--- config.mk ---
export PLATFORM = sky130hd
export DESIGN_NAME = led_port_ctrl
export DESIGN_NICKNAME = d
export VERILOG_FILES = /design/src/led_port_pkg.sv /design/src/fade_timer.sv /design/src/led_port_ctrl.sv
export SDC_FILE = /design/constraint.sdc
export NUM_CORES = 1
export LEC_CHECK = 0
export ABC_AREA = 1
export ABC_CLOCK_PERIOD_IN_PS = 6700
export BUFFER_PORTS_ARGS = -buffer_cell sky130_fd_sc_hd__buf_2
export CAP_MARGIN = 20
export CORE_MARGIN = 2
export CORE_UTILIZATION = 45
export CTS_CLUSTER_SIZE = 14
export DETAILED_ROUTE_END_ITERATION = 10
export HOLD_SLACK_MARGIN = 0.02
export MAX_ROUTING_LAYER = met4
export PLACE_DENSITY = 0.69
export SYNTH_ARGS = -nofsm -noshare
export SYNTH_HDL_FRONTEND = slang
export SYNTH_SLANG_ARGS = --single-unit
--- constraint.sdc ---
create_clock -name sys_clk -period 6.7 [get_ports sys_clk]
set_input_delay 1.34 -clock sys_clk [delete_from_list [all_inputs] [get_ports sys_clk]]
set_output_delay 1.34 -clock sys_clk [all_outputs]
set_load 0.01 [all_outputs]
--- src/led_port_pkg.sv ---
// shared constants and types for the led port shutdown and fade block
package led_port_pkg;
    localparam int NUM_PORTS = 5;

    // register addresses as seen from the serial slave
    localparam logic [7:0] ADDR_PORT_MODE_BASE = 8'h00;
    localparam logic [7:0] ADDR_INPUT_LEVELS   = 8'h0e;
    localparam logic [7:0] ADDR_CONFIG         = 8'h10;
    localparam logic [7:0] ADDR_FADE_DOWN      = 8'h11;
    localparam logic [7:0] ADDR_FADE_UP        = 8'h12;
    localparam logic [7:0] ADDR_GLOBAL_CURRENT = 8'h15;

    // configuration register fields
    localparam int CFG_RUN_BIT        = 0;
    localparam int CFG_RESET_RUN_BIT  = 1;
    localparam int CFG_RAMP_UP_EN_BIT = 2;
    localparam int CFG_HOLD_STAT_BIT  = 3;
    localparam int CFG_DOWN_STAT_BIT  = 4;
    localparam int CFG_UP_STAT_BIT    = 5;
    localparam logic [7:0] CFG_WRITE_MASK = 8'hc7;

    // fade timing fields
    localparam int HOLD_LSB = 3;
    localparam int RAMP_LSB = 0;

    // port mode encodings
    localparam logic [7:0] MODE_LOW    = 8'h00;
    localparam logic [7:0] MODE_HIGH   = 8'h01;
    localparam logic [7:0] MODE_STATIC = 8'h02;
    localparam logic [7:0] MODE_HIZ    = 8'hff;

    // reset values
    localparam logic [7:0] RST_PORT_MODE = 8'hff;
    localparam logic [7:0] RST_CONFIG    = 8'h00;
    localparam logic [7:0] RST_FADE      = 8'h00;
    localparam logic [2:0] RST_GLOBAL    = 3'h7;
    localparam logic [2:0] DAC_FULL      = 3'h7;

    // timebase: 31.25 kHz pwm clock from the 100 MHz system clock
    localparam int SYS_CLK_HZ     = 100_000_000;
    localparam int PWM_CLK_HZ     = 31_250;
    localparam int PWM_DIV        = SYS_CLK_HZ / PWM_CLK_HZ;
    localparam int PWM_PERIOD     = 256;
    localparam int FADE_BASE_TICK = 2048;

    typedef struct packed {
        logic       wr;
        logic       rd;
        logic [7:0] addr;
        logic [7:0] wdata;
    } reg_req_s;

    typedef struct packed {
        logic hold;
        logic down;
        logic up;
    } fade_stat_s;
endpackage

--- src/fade_timer.sv ---
// fade sequencer: hold-off, ramp-down and ramp-up timing and dac stepping
`timescale 1ns/10ps
`default_nettype none
module fade_timer
    import led_port_pkg::*;
#(
    parameter int BASE_TICKS = FADE_BASE_TICK
) (
    input  wire logic       sys_clk,
    input  wire logic       srst,
    input  wire logic       pwm_tick,
    input  wire logic       run,
    input  wire logic       ramp_up_en,
    input  wire logic [2:0] hold_code,
    input  wire logic [2:0] down_code,
    input  wire logic [2:0] up_code,
    output logic [2:0]      dac,
    output logic            sinks_on,
    output fade_stat_s      stat
);
    typedef enum {ST_OFF, ST_HOLD, ST_DOWN, ST_UP, ST_ON} fade_e;
    fade_e      state;
    logic [22:0] cnt;
    logic [22:0] step_len;
    logic [22:0] hold_len;
    logic        run_q;

    // one dac step lasts an eighth of the selected ramp time
    function automatic logic [22:0] dur(input logic [2:0] code);
        logic [22:0] base;
        base = 23'(BASE_TICKS);
        dur = (code == 3'd0) ? 23'd0 : (base << (code - 3'd1));
    endfunction

    always_comb begin
        hold_len = dur(hold_code);
        step_len = (state == ST_UP) ? (dur(up_code) >> 3)
                                    : (dur(down_code) >> 3);
    end

    // the sequence is paced by the pwm clock only, so it runs even with no
    // port in pwm mode
    always_ff @(posedge sys_clk) begin
        if (srst) begin
            state <= ST_OFF;
            cnt   <= '0;
            dac   <= '0;
            run_q <= 1'b0;
        end else begin
            run_q <= run;
            case (state)
                ST_OFF: begin
                    if (run && !run_q) begin
                        cnt <= '0;
                        if (ramp_up_en && up_code != 3'd0) begin
                            dac   <= '0;
                            state <= ST_UP;
                        end else begin
                            dac   <= DAC_FULL;
                            state <= ST_ON;
                        end
                    end
                end
                ST_ON: begin
                    if (!run) begin
                        cnt   <= '0;
                        dac   <= DAC_FULL;
                        state <= (hold_code != 3'd0) ? ST_HOLD : ST_DOWN;
                        if (hold_code == 3'd0 && down_code == 3'd0) begin
                            dac   <= '0;
                            state <= ST_OFF;
                        end
                    end
                end
                ST_HOLD: begin
                    if (run) begin
                        state <= ST_ON;
                    end else if (pwm_tick) begin
                        cnt <= cnt + 23'd1;
                        if (cnt + 23'd1 >= hold_len) begin
                            cnt <= '0;
                            if (down_code == 3'd0) begin
                                dac   <= '0;
                                state <= ST_OFF;
                            end else begin
                                state <= ST_DOWN;
                            end
                        end
                    end
                end
                ST_DOWN: begin
                    if (run) begin
                        state <= ST_UP;
                        cnt   <= '0;
                    end else if (down_code == 3'd0) begin
                        dac   <= '0;
                        state <= ST_OFF;
                    end else if (pwm_tick) begin
                        cnt <= cnt + 23'd1;
                        if (cnt + 23'd1 >= step_len) begin
                            cnt <= '0;
                            if (dac == 3'd0) begin
                                state <= ST_OFF;
                            end else begin
                                dac <= dac - 3'd1;
                            end
                        end
                    end
                end
                ST_UP: begin
                    if (!run) begin
                        state <= ST_DOWN;
                        cnt   <= '0;
                    end else if (up_code == 3'd0) begin
                        dac   <= DAC_FULL;
                        state <= ST_ON;
                    end else if (pwm_tick) begin
                        cnt <= cnt + 23'd1;
                        if (cnt + 23'd1 >= step_len) begin
                            cnt <= '0;
                            if (dac == DAC_FULL) begin
                                state <= ST_ON;
                            end else begin
                                dac <= dac + 3'd1;
                            end
                        end
                    end
                end
                default: state <= ST_OFF;
            endcase
        end
    end

    assign sinks_on  = (state != ST_OFF);
    assign stat.hold = (state == ST_HOLD);
    assign stat.down = (state == ST_DOWN);
    assign stat.up   = (state == ST_UP);
endmodule
`default_nettype wire

--- src/led_port_ctrl.sv ---
// five-port led/gpio control: mode registers, shutdown, standby and fading
//
// Contract
// - input-level read shows pin level for input ports, zero otherwise
// - input-level register is read-only; writes are dropped
// - standby when every mode is 0x00, 0x01 or 0xff; mirror off
// - mode 0x02..0xfe enables that port's own gated mirror
// - pwm port mirror enabled only during on-time
// - shutdown turns sink ports off hi-z; logic ports keep working
// - run bit d0 of config 0x10 clear enters shutdown, set leaves
// - registers stay accessible and unchanged across shutdown
// - logic-to-sink rewrite in shutdown goes off at once, starts later
// - sink-to-logic rewrite in shutdown drives logic level at once
// - shutdown holds full current for hold-off, then ramps down
// - hold-off code 0 none, 1..7 from 0.0655 s doubling to 4.194 s
// - ramp-down code 0 immediate, 1..7 from 0.0655 s doubling
// - ramp-up code 0 immediate, 1..7 from 0.0655 s doubling
// - config reports hold, down, up status and holds ramp-up enable
// - one write clearing run starts shutdown with its fade sequence
// - fades count pwm-clock periods; timebase runs during any fade
// - 3-bit dac scales the shared current reference for all sinks
// - boost ignores dac, off after ramp-down, fully on at ramp-up
// - global current caps the dac on both ramps
// - timebase is 31.25 khz and a pwm period is 256 cycles
// - mode codes: low, high/input, static, pwm n/256, hi-z default
`timescale 1ns/10ps
`default_nettype none
module led_port_ctrl
    import led_port_pkg::*;
#(
    parameter int PORTS      = NUM_PORTS,
    parameter int FADE_TICKS = FADE_BASE_TICK,
    parameter int CLK_DIV    = PWM_DIV
) (
    input  wire logic             sys_clk,
    input  wire logic             srst,
    input  wire reg_req_s         reg_req,
    output logic [7:0]            reg_rdata,
    input  wire logic [PORTS-1:0] pin_in,
    output logic [PORTS-1:0]      pin_out,
    output logic [PORTS-1:0]      pin_oe,
    output logic [PORTS-1:0]      mirror_en,
    output logic [2:0]            current_ref,
    output logic                  boost_en,
    output logic                  standby
);
    // =========================================================
    // registers
    logic [7:0]       port_mode [PORTS];
    logic [7:0]       config_reg;
    logic [7:0]       fade_down_timing;
    logic [7:0]       fade_up_timing;
    logic [2:0]       global_current;
    logic [PORTS-1:0] pin_meta;
    logic [PORTS-1:0] pin_sync;
    fade_stat_s       stat;
    logic [2:0]       dac;
    logic             sinks_on;

    // mode writes take effect at once, whatever the run state
    genvar g;
    generate
        for (g = 0; g < PORTS; g++) begin : g_mode
            always_ff @(posedge sys_clk) begin
                if (srst) begin
                    port_mode[g] <= RST_PORT_MODE;
                end else if (reg_req.wr &&
                    reg_req.addr == ADDR_PORT_MODE_BASE + 8'(g)) begin
                    port_mode[g] <= reg_req.wdata;
                end
            end
        end
    endgenerate

    // status bits are live state, never stored, so writes cannot clobber them
    always_ff @(posedge sys_clk) begin
        if (srst) begin
            config_reg <= RST_CONFIG;
        end else if (reg_req.wr && reg_req.addr == ADDR_CONFIG) begin
            config_reg <= reg_req.wdata & CFG_WRITE_MASK;
        end
    end

    // timing bytes are kept whole; the sequencer decodes only its fields
    always_ff @(posedge sys_clk) begin
        if (srst) begin
            fade_down_timing <= RST_FADE;
        end else if (reg_req.wr && reg_req.addr == ADDR_FADE_DOWN) begin
            fade_down_timing <= reg_req.wdata;
        end
    end

    always_ff @(posedge sys_clk) begin
        if (srst) begin
            fade_up_timing <= RST_FADE;
        end else if (reg_req.wr && reg_req.addr == ADDR_FADE_UP) begin
            fade_up_timing <= reg_req.wdata;
        end
    end

    // only the low three bits hold a code; the rest read back as zero
    always_ff @(posedge sys_clk) begin
        if (srst) begin
            global_current <= RST_GLOBAL;
        end else if (reg_req.wr && reg_req.addr == ADDR_GLOBAL_CURRENT) begin
            global_current <= reg_req.wdata[2:0];
        end
    end

    // =========================================================
    // pin input synchroniser
    // pins move at any moment: two flops before any logic reads them
    always_ff @(posedge sys_clk) begin
        if (srst) begin
            pin_meta <= '0;
            pin_sync <= '0;
        end else begin
            pin_meta <= pin_in;
            pin_sync <= pin_meta;
        end
    end

    // =========================================================
    // pwm timebase
    logic [15:0] div_cnt;
    logic        pwm_tick;
    logic [7:0]  pwm_phase;

    // divider runs always, so the timebase never stalls mid-fade
    always_ff @(posedge sys_clk) begin
        if (srst) begin
            div_cnt <= '0;
        end else if (div_cnt == 16'(CLK_DIV - 1)) begin
            div_cnt <= '0;
        end else begin
            div_cnt <= div_cnt + 16'd1;
        end
    end
    assign pwm_tick = (div_cnt == 16'(CLK_DIV - 1));

    // the phase wraps after 256 ticks, one full pwm period
    always_ff @(posedge sys_clk) begin
        if (srst) begin
            pwm_phase <= '0;
        end else if (pwm_tick) begin
            pwm_phase <= pwm_phase + 8'd1;
        end
    end

    // =========================================================
    // fade sequencer
    fade_timer #(
        .BASE_TICKS (FADE_TICKS)
    ) u_fade (
        .sys_clk    (sys_clk),
        .srst       (srst),
        .pwm_tick   (pwm_tick),
        .run        (config_reg[CFG_RUN_BIT]),
        .ramp_up_en (config_reg[CFG_RAMP_UP_EN_BIT]),
        .hold_code  (fade_down_timing[HOLD_LSB +: 3]),
        .down_code  (fade_down_timing[RAMP_LSB +: 3]),
        .up_code    (fade_up_timing[RAMP_LSB +: 3]),
        .dac        (dac),
        .sinks_on   (sinks_on),
        .stat       (stat)
    );

    // =========================================================
    // port outputs
    logic [PORTS-1:0] is_sink;
    logic [PORTS-1:0] is_input;
    logic [PORTS-1:0] sink_on_now;
    logic [PORTS-1:0] next_out;
    logic [PORTS-1:0] next_oe;
    logic [PORTS-1:0] next_mirror;

    generate
        for (g = 0; g < PORTS; g++) begin : g_port
            always_comb begin
                is_sink[g]     = 1'b1;
                is_input[g]    = 1'b0;
                sink_on_now[g] = pwm_phase < port_mode[g];
                case (port_mode[g])
                    MODE_LOW, MODE_HIZ: begin
                        is_sink[g] = 1'b0;
                    end
                    MODE_HIGH: begin
                        is_sink[g]  = 1'b0;
                        is_input[g] = 1'b1;
                    end
                    // a static sink conducts through the whole pwm period
                    MODE_STATIC: begin
                        sink_on_now[g] = 1'b1;
                    end
                    default: ;
                endcase
                // open drain: logic low pulls down, logic high releases
                next_oe[g]  = (port_mode[g] == MODE_LOW) ||
                              (is_sink[g] && sinks_on && sink_on_now[g]);
                next_out[g] = 1'b0;
                // sinks go hi-z the moment shutdown completes
                next_mirror[g] = is_sink[g] && sinks_on &&
                                 sink_on_now[g];
            end
        end
    endgenerate

    // ports are open drain: pin_out stays low and pin_oe does the driving
    always_ff @(posedge sys_clk) begin
        if (srst) begin
            pin_out <= '0;
        end else begin
            pin_out <= next_out;
        end
    end

    always_ff @(posedge sys_clk) begin
        if (srst) begin
            pin_oe <= '0;
        end else begin
            pin_oe <= next_oe;
        end
    end

    always_ff @(posedge sys_clk) begin
        if (srst) begin
            mirror_en <= '0;
        end else begin
            mirror_en <= next_mirror;
        end
    end

    // =========================================================
    // current reference and boost
    always_ff @(posedge sys_clk) begin
        if (srst) begin
            current_ref <= '0;
        end else begin
            // dac capped by global current: lower of the two
            current_ref <= (dac < global_current) ? dac
                                                  : global_current;
        end
    end

    // boost ignores the dac: fully on in every sequencer state but off
    always_ff @(posedge sys_clk) begin
        if (srst) begin
            boost_en <= 1'b0;
        end else begin
            boost_en <= sinks_on;
        end
    end

    // standby follows mode values only, so shutdown leaves it alone
    always_ff @(posedge sys_clk) begin
        if (srst) begin
            standby <= 1'b1;
        end else begin
            standby <= ~|is_sink;
        end
    end

    // =========================================================
    // read path
    always_comb begin
        reg_rdata = 8'h00;
        case (reg_req.addr)
            // pin levels only: nothing is stored here, so writes are lost
            ADDR_INPUT_LEVELS: begin
                reg_rdata = 8'({pin_sync & is_input});
            end
            // status bits come live from the sequencer
            ADDR_CONFIG: begin
                reg_rdata = config_reg;
                reg_rdata[CFG_HOLD_STAT_BIT] = stat.hold;
                reg_rdata[CFG_DOWN_STAT_BIT] = stat.down;
                reg_rdata[CFG_UP_STAT_BIT]   = stat.up;
            end
            ADDR_FADE_DOWN: begin
                reg_rdata = fade_down_timing;
            end
            ADDR_FADE_UP: begin
                reg_rdata = fade_up_timing;
            end
            ADDR_GLOBAL_CURRENT: begin
                reg_rdata = {5'h00, global_current};
            end
            // mode registers sit at consecutive addresses from the base
            default: begin
                for (int i = 0; i < PORTS; i++) begin
                    if (reg_req.addr == ADDR_PORT_MODE_BASE + 8'(i)) begin
                        reg_rdata = port_mode[i];
                    end
                end
            end
        endcase
    end
endmodule
`default_nettype wire

==> metrics.md <==
| Metric | Value |
|---|---|
| Crit path from | `reg_req[15]` |
| Core area | `18700 µm²` |
| Largest net degree at the start of global routing | `62` |
| Post-synth EDFFs | `40` |
| Height of the die | `142 µm` |
| Post-Place Cells | `1403` |
| Main synth FF type | `dfxtp_1` |
| Total of max-cap violations | `0` |
| Final WL | `22.8 mm` |
| Lkg Pwr | `0.00417 µW` |
| First-pass GRT wire length | `36.6 mm` |
| Wire length per cell | `15.8 µm` |
| CTS tree | `built` |
| Critical path cell sequence | `buf_2 -> nor2_1 -> nand2_1 -> nor4_2 -> inv_1 -> nor2_1 -> a2111oi_0 -> o311ai_0 -> buf_2` |
| Clock Sinks | `143` |
| RSZ-0062 raised after global routing | `no` |
| WP data required | `5.36 ns` |
| Placed instance area | `9030 µm²` |
| Setup CP Type | `in2out` |
| Max VDD drop | `0.193 mV` |
| DP Wirelength | `17.1 mm` |
| Ratio of cells with drive above 1 in the final layout | `0.114` |
| Post-CTS sizing | `0` |
| # DRC | `0` |
| Crit Path Max Fanout | `7` |
| ANT cells | `0` |
| FF/Latch Area | `3260 µm²` |
| CP peak stage delay | `0.58 ns` |
| Synth warn | `0` |
| Hold Path Class | `reg2reg` |
| Setup TNS | `0 ns` |
| Max reg flops | `40` |
| CTS Buf Count | `17` |
| Vias | `7878` |
| Crit path launch type | `primary input` |
| Synth top cells by count | `nand2_1 (216), inv_1 (169), nor2_1 (120), dfxtp_1 (103), a21oi_1 (81)` |
| P&R area growth vs syn | `12.5%` |
| Clock Root Buffer | `clkbuf_16` |
| Post-route ant nets | `0` |
| Biggest regs | `port_mode (40), u_fade.cnt (23), div_cnt (16)` |
| Clock Path Buffers | `2` |
| H-tree levels | `4` |
| CP Data Arrival Time | `3.12 ns` |
| Final #Nets | `1277` |
| Sequential share of the synthesized area | `0.380` |
| Chip width | `142 µm` |
| Clock skew after layout | `0.0115 ns` |
| Fmax | `224 MHz` |
| Setup Fix Bufs, Post-CTS | `0` |
| Share of the synthesized area in the top cell type | `0.240` |
| Worst Tran Pin Value | `1.02 ns` |
| Crit path max-delay cell type | `nor4_2` |
| Syn Inst Count | `1139` |
| End point of the critical path | `reg_rdata[1]` |
| P per Cell Area | `246 nW/µm²` |
| Hold depth | `2` |
| GR Util All Layers | `0.238` |
| Slew margin rel. | `0.313` |
| Slew Limit Fails | `0` |
| Final Cell Area | `9660 µm²` |
| DR iter-0 viols | `632` |
| Fin crit share | `0.665` |
| Final min period | `4.46 ns` |
| Synthesis-stage register bit count | `143` |
| Synth area leaders | `dfxtp_1 (24%), edfxtp_1 (14%), nand2_1 (9.4%)` |
| Hold Buf Count CTS | `0` |
| GRT overflow | `0` |
| Post-synth design cell area | `8590 µm²` |
| Die area | `20200 µm²` |
| Syn_area_per_cell | `7.54 µm²` |
| Final Power | `2380 µW` |
| Outcome | `complete, no violations` |
| Most common cell in the netlist | `nand2_1` |
| Filler cells | `1716` |
| Biggest register | `port_mode` |
| Reg2Reg Depth | `17` |
| Routability congestion estimate from global placement | `0.957` |
| Final Non-Filler Cells | `1439` |
| Cell taking the most area after synthesis | `dfxtp_1` |
| CP bufs+invs | `3` |
| Reg2reg end | `u_fade.cnt[18]` |
| DRT Pass-1 Iters | `6` |
| Worst r2r src | `u_fade.cnt[0]` |
| Antenna violations before repair | `0` |
| Clock Pin Slew Worst Setup and Hold Paths | `0.07 ns` |
| WP depth | `9` |
| Io pins | `53` |
| Layout Utilization | `0.516` |
| Routed vias/inst | `5.47` |
| # setup viols final | `0` |
| Worst Setup End Kind | `output pin` |
| I/O Buffers | `46` |
| Area of the multi-input gates | `4560 µm²` |
| Initial Util | `0.459` |
| Number of global-route vias before repair | `7181` |
| Reg2reg setup slack | `3.08 ns` |
| Asr flop ratio synth | `0` |
| Final hold vios | `0` |
| Synth cell types | `54` |
| Site Rows | `50` |
| Worst-Skew Late Latency | `0.43 ns` |
| Top delay family on crit path | `simple AND/OR/NAND/NOR gates` |
-- stage by stage --
stage	setup WS [ns]	hold slack (ns)
finish	2.24	0.400
global route	2.13	0.424
CTS	2.26	0.401
detailed placement	2.28	0.393
global placement	2.27	0.390
floorplan	2.92	0.388
-- where the power goes --
group,switching (µW),internal [µW]
clock,435,540
combinational,288,126
sequential,38.4,953
total,761,1620
-- worst min-delay path by stage --
stage | from | end | slack [ns]
after floorplan | pin_meta[0] | pin_sync[0] | 0.39
after global placement | pin_meta[0] | pin_sync[0] | 0.39
after detailed placement | pin_meta[1] | pin_sync[1] | 0.39
after CTS | pin_meta[1] | pin_sync[1] | 0.40
after global routing | pin_meta[3] | pin_sync[3] | 0.42
final | pin_meta[1] | pin_sync[1] | 0.40
-- layer usage --
layer / vias to the layer above / wire length [µm] / share of wire / GRT usage
met1: 3597 / 10700 / 0.47 / 0.319
met5: - / 0 / 0 / -
li1: 3953 / - / - / -
met4: 0 / 721 / 0.032 / 0.0921
met3: 50 / 1460 / 0.064 / 0.0434
met2: 278 / 9870 / 0.43 / 0.357
-- kinds of logic (layout without fill, tap and decap cells) --
kind of cell / after synthesis / after routing / share of synthesized area
AOI/OAI and AO/OA: 210 / 210 / 0.148
xor gates and xnor gates: 20 / 20 / 0.0204
adders and majority gates: 60 / 60 / 0.0874
buffers and inverters: 200 / 261 / 0.0915
DFF: 143 / 143 / 0.380
other: 2 / 7 / 0.000874
and+or+nand+nor: 504 / 504 / 0.272
-- layout by cell type (no fill, tap or decap), drive strengths merged, types with 2 or more instances in the layout --
master and n:
edfxtp 40, conb 7, buf 52, o21bai 2, xor2 12, nand2 224, nand3b 3, a211oi 7
inv 186, ha 60, nor2 134, clkinv 4, dfxtp 103, a32oi 6, nor3 25, a221oi 6
a31oi 2, xnor2 8, nor3b 4, nor4 12, o211ai 10, o21ai 51, o2111ai 7, a21boi 3
nand3 59, a21oi 90, o22ai 18, clkbuf 18, nand4 41
-- worst min-delay path, delay by kind of cell (launching register included) --
kind / cells / cell delay, ns
buf+inv: 1 / 0.04
flops: 1 / 0.30
simple gates: 1 / 0.03
-- layout make-up --
cell class,count,area share
Clock buffer,17,0.0440
Clock inverter,15,0.0192
Inverter,176,0.0684
Multi-Input combinational cell,801,0.472
Sequential cell,143,0.338
Tap cell,234,0.0303
Timing Repair Buffer,53,0.0285
Note: power is estimated with default switching activity, not from simulation.
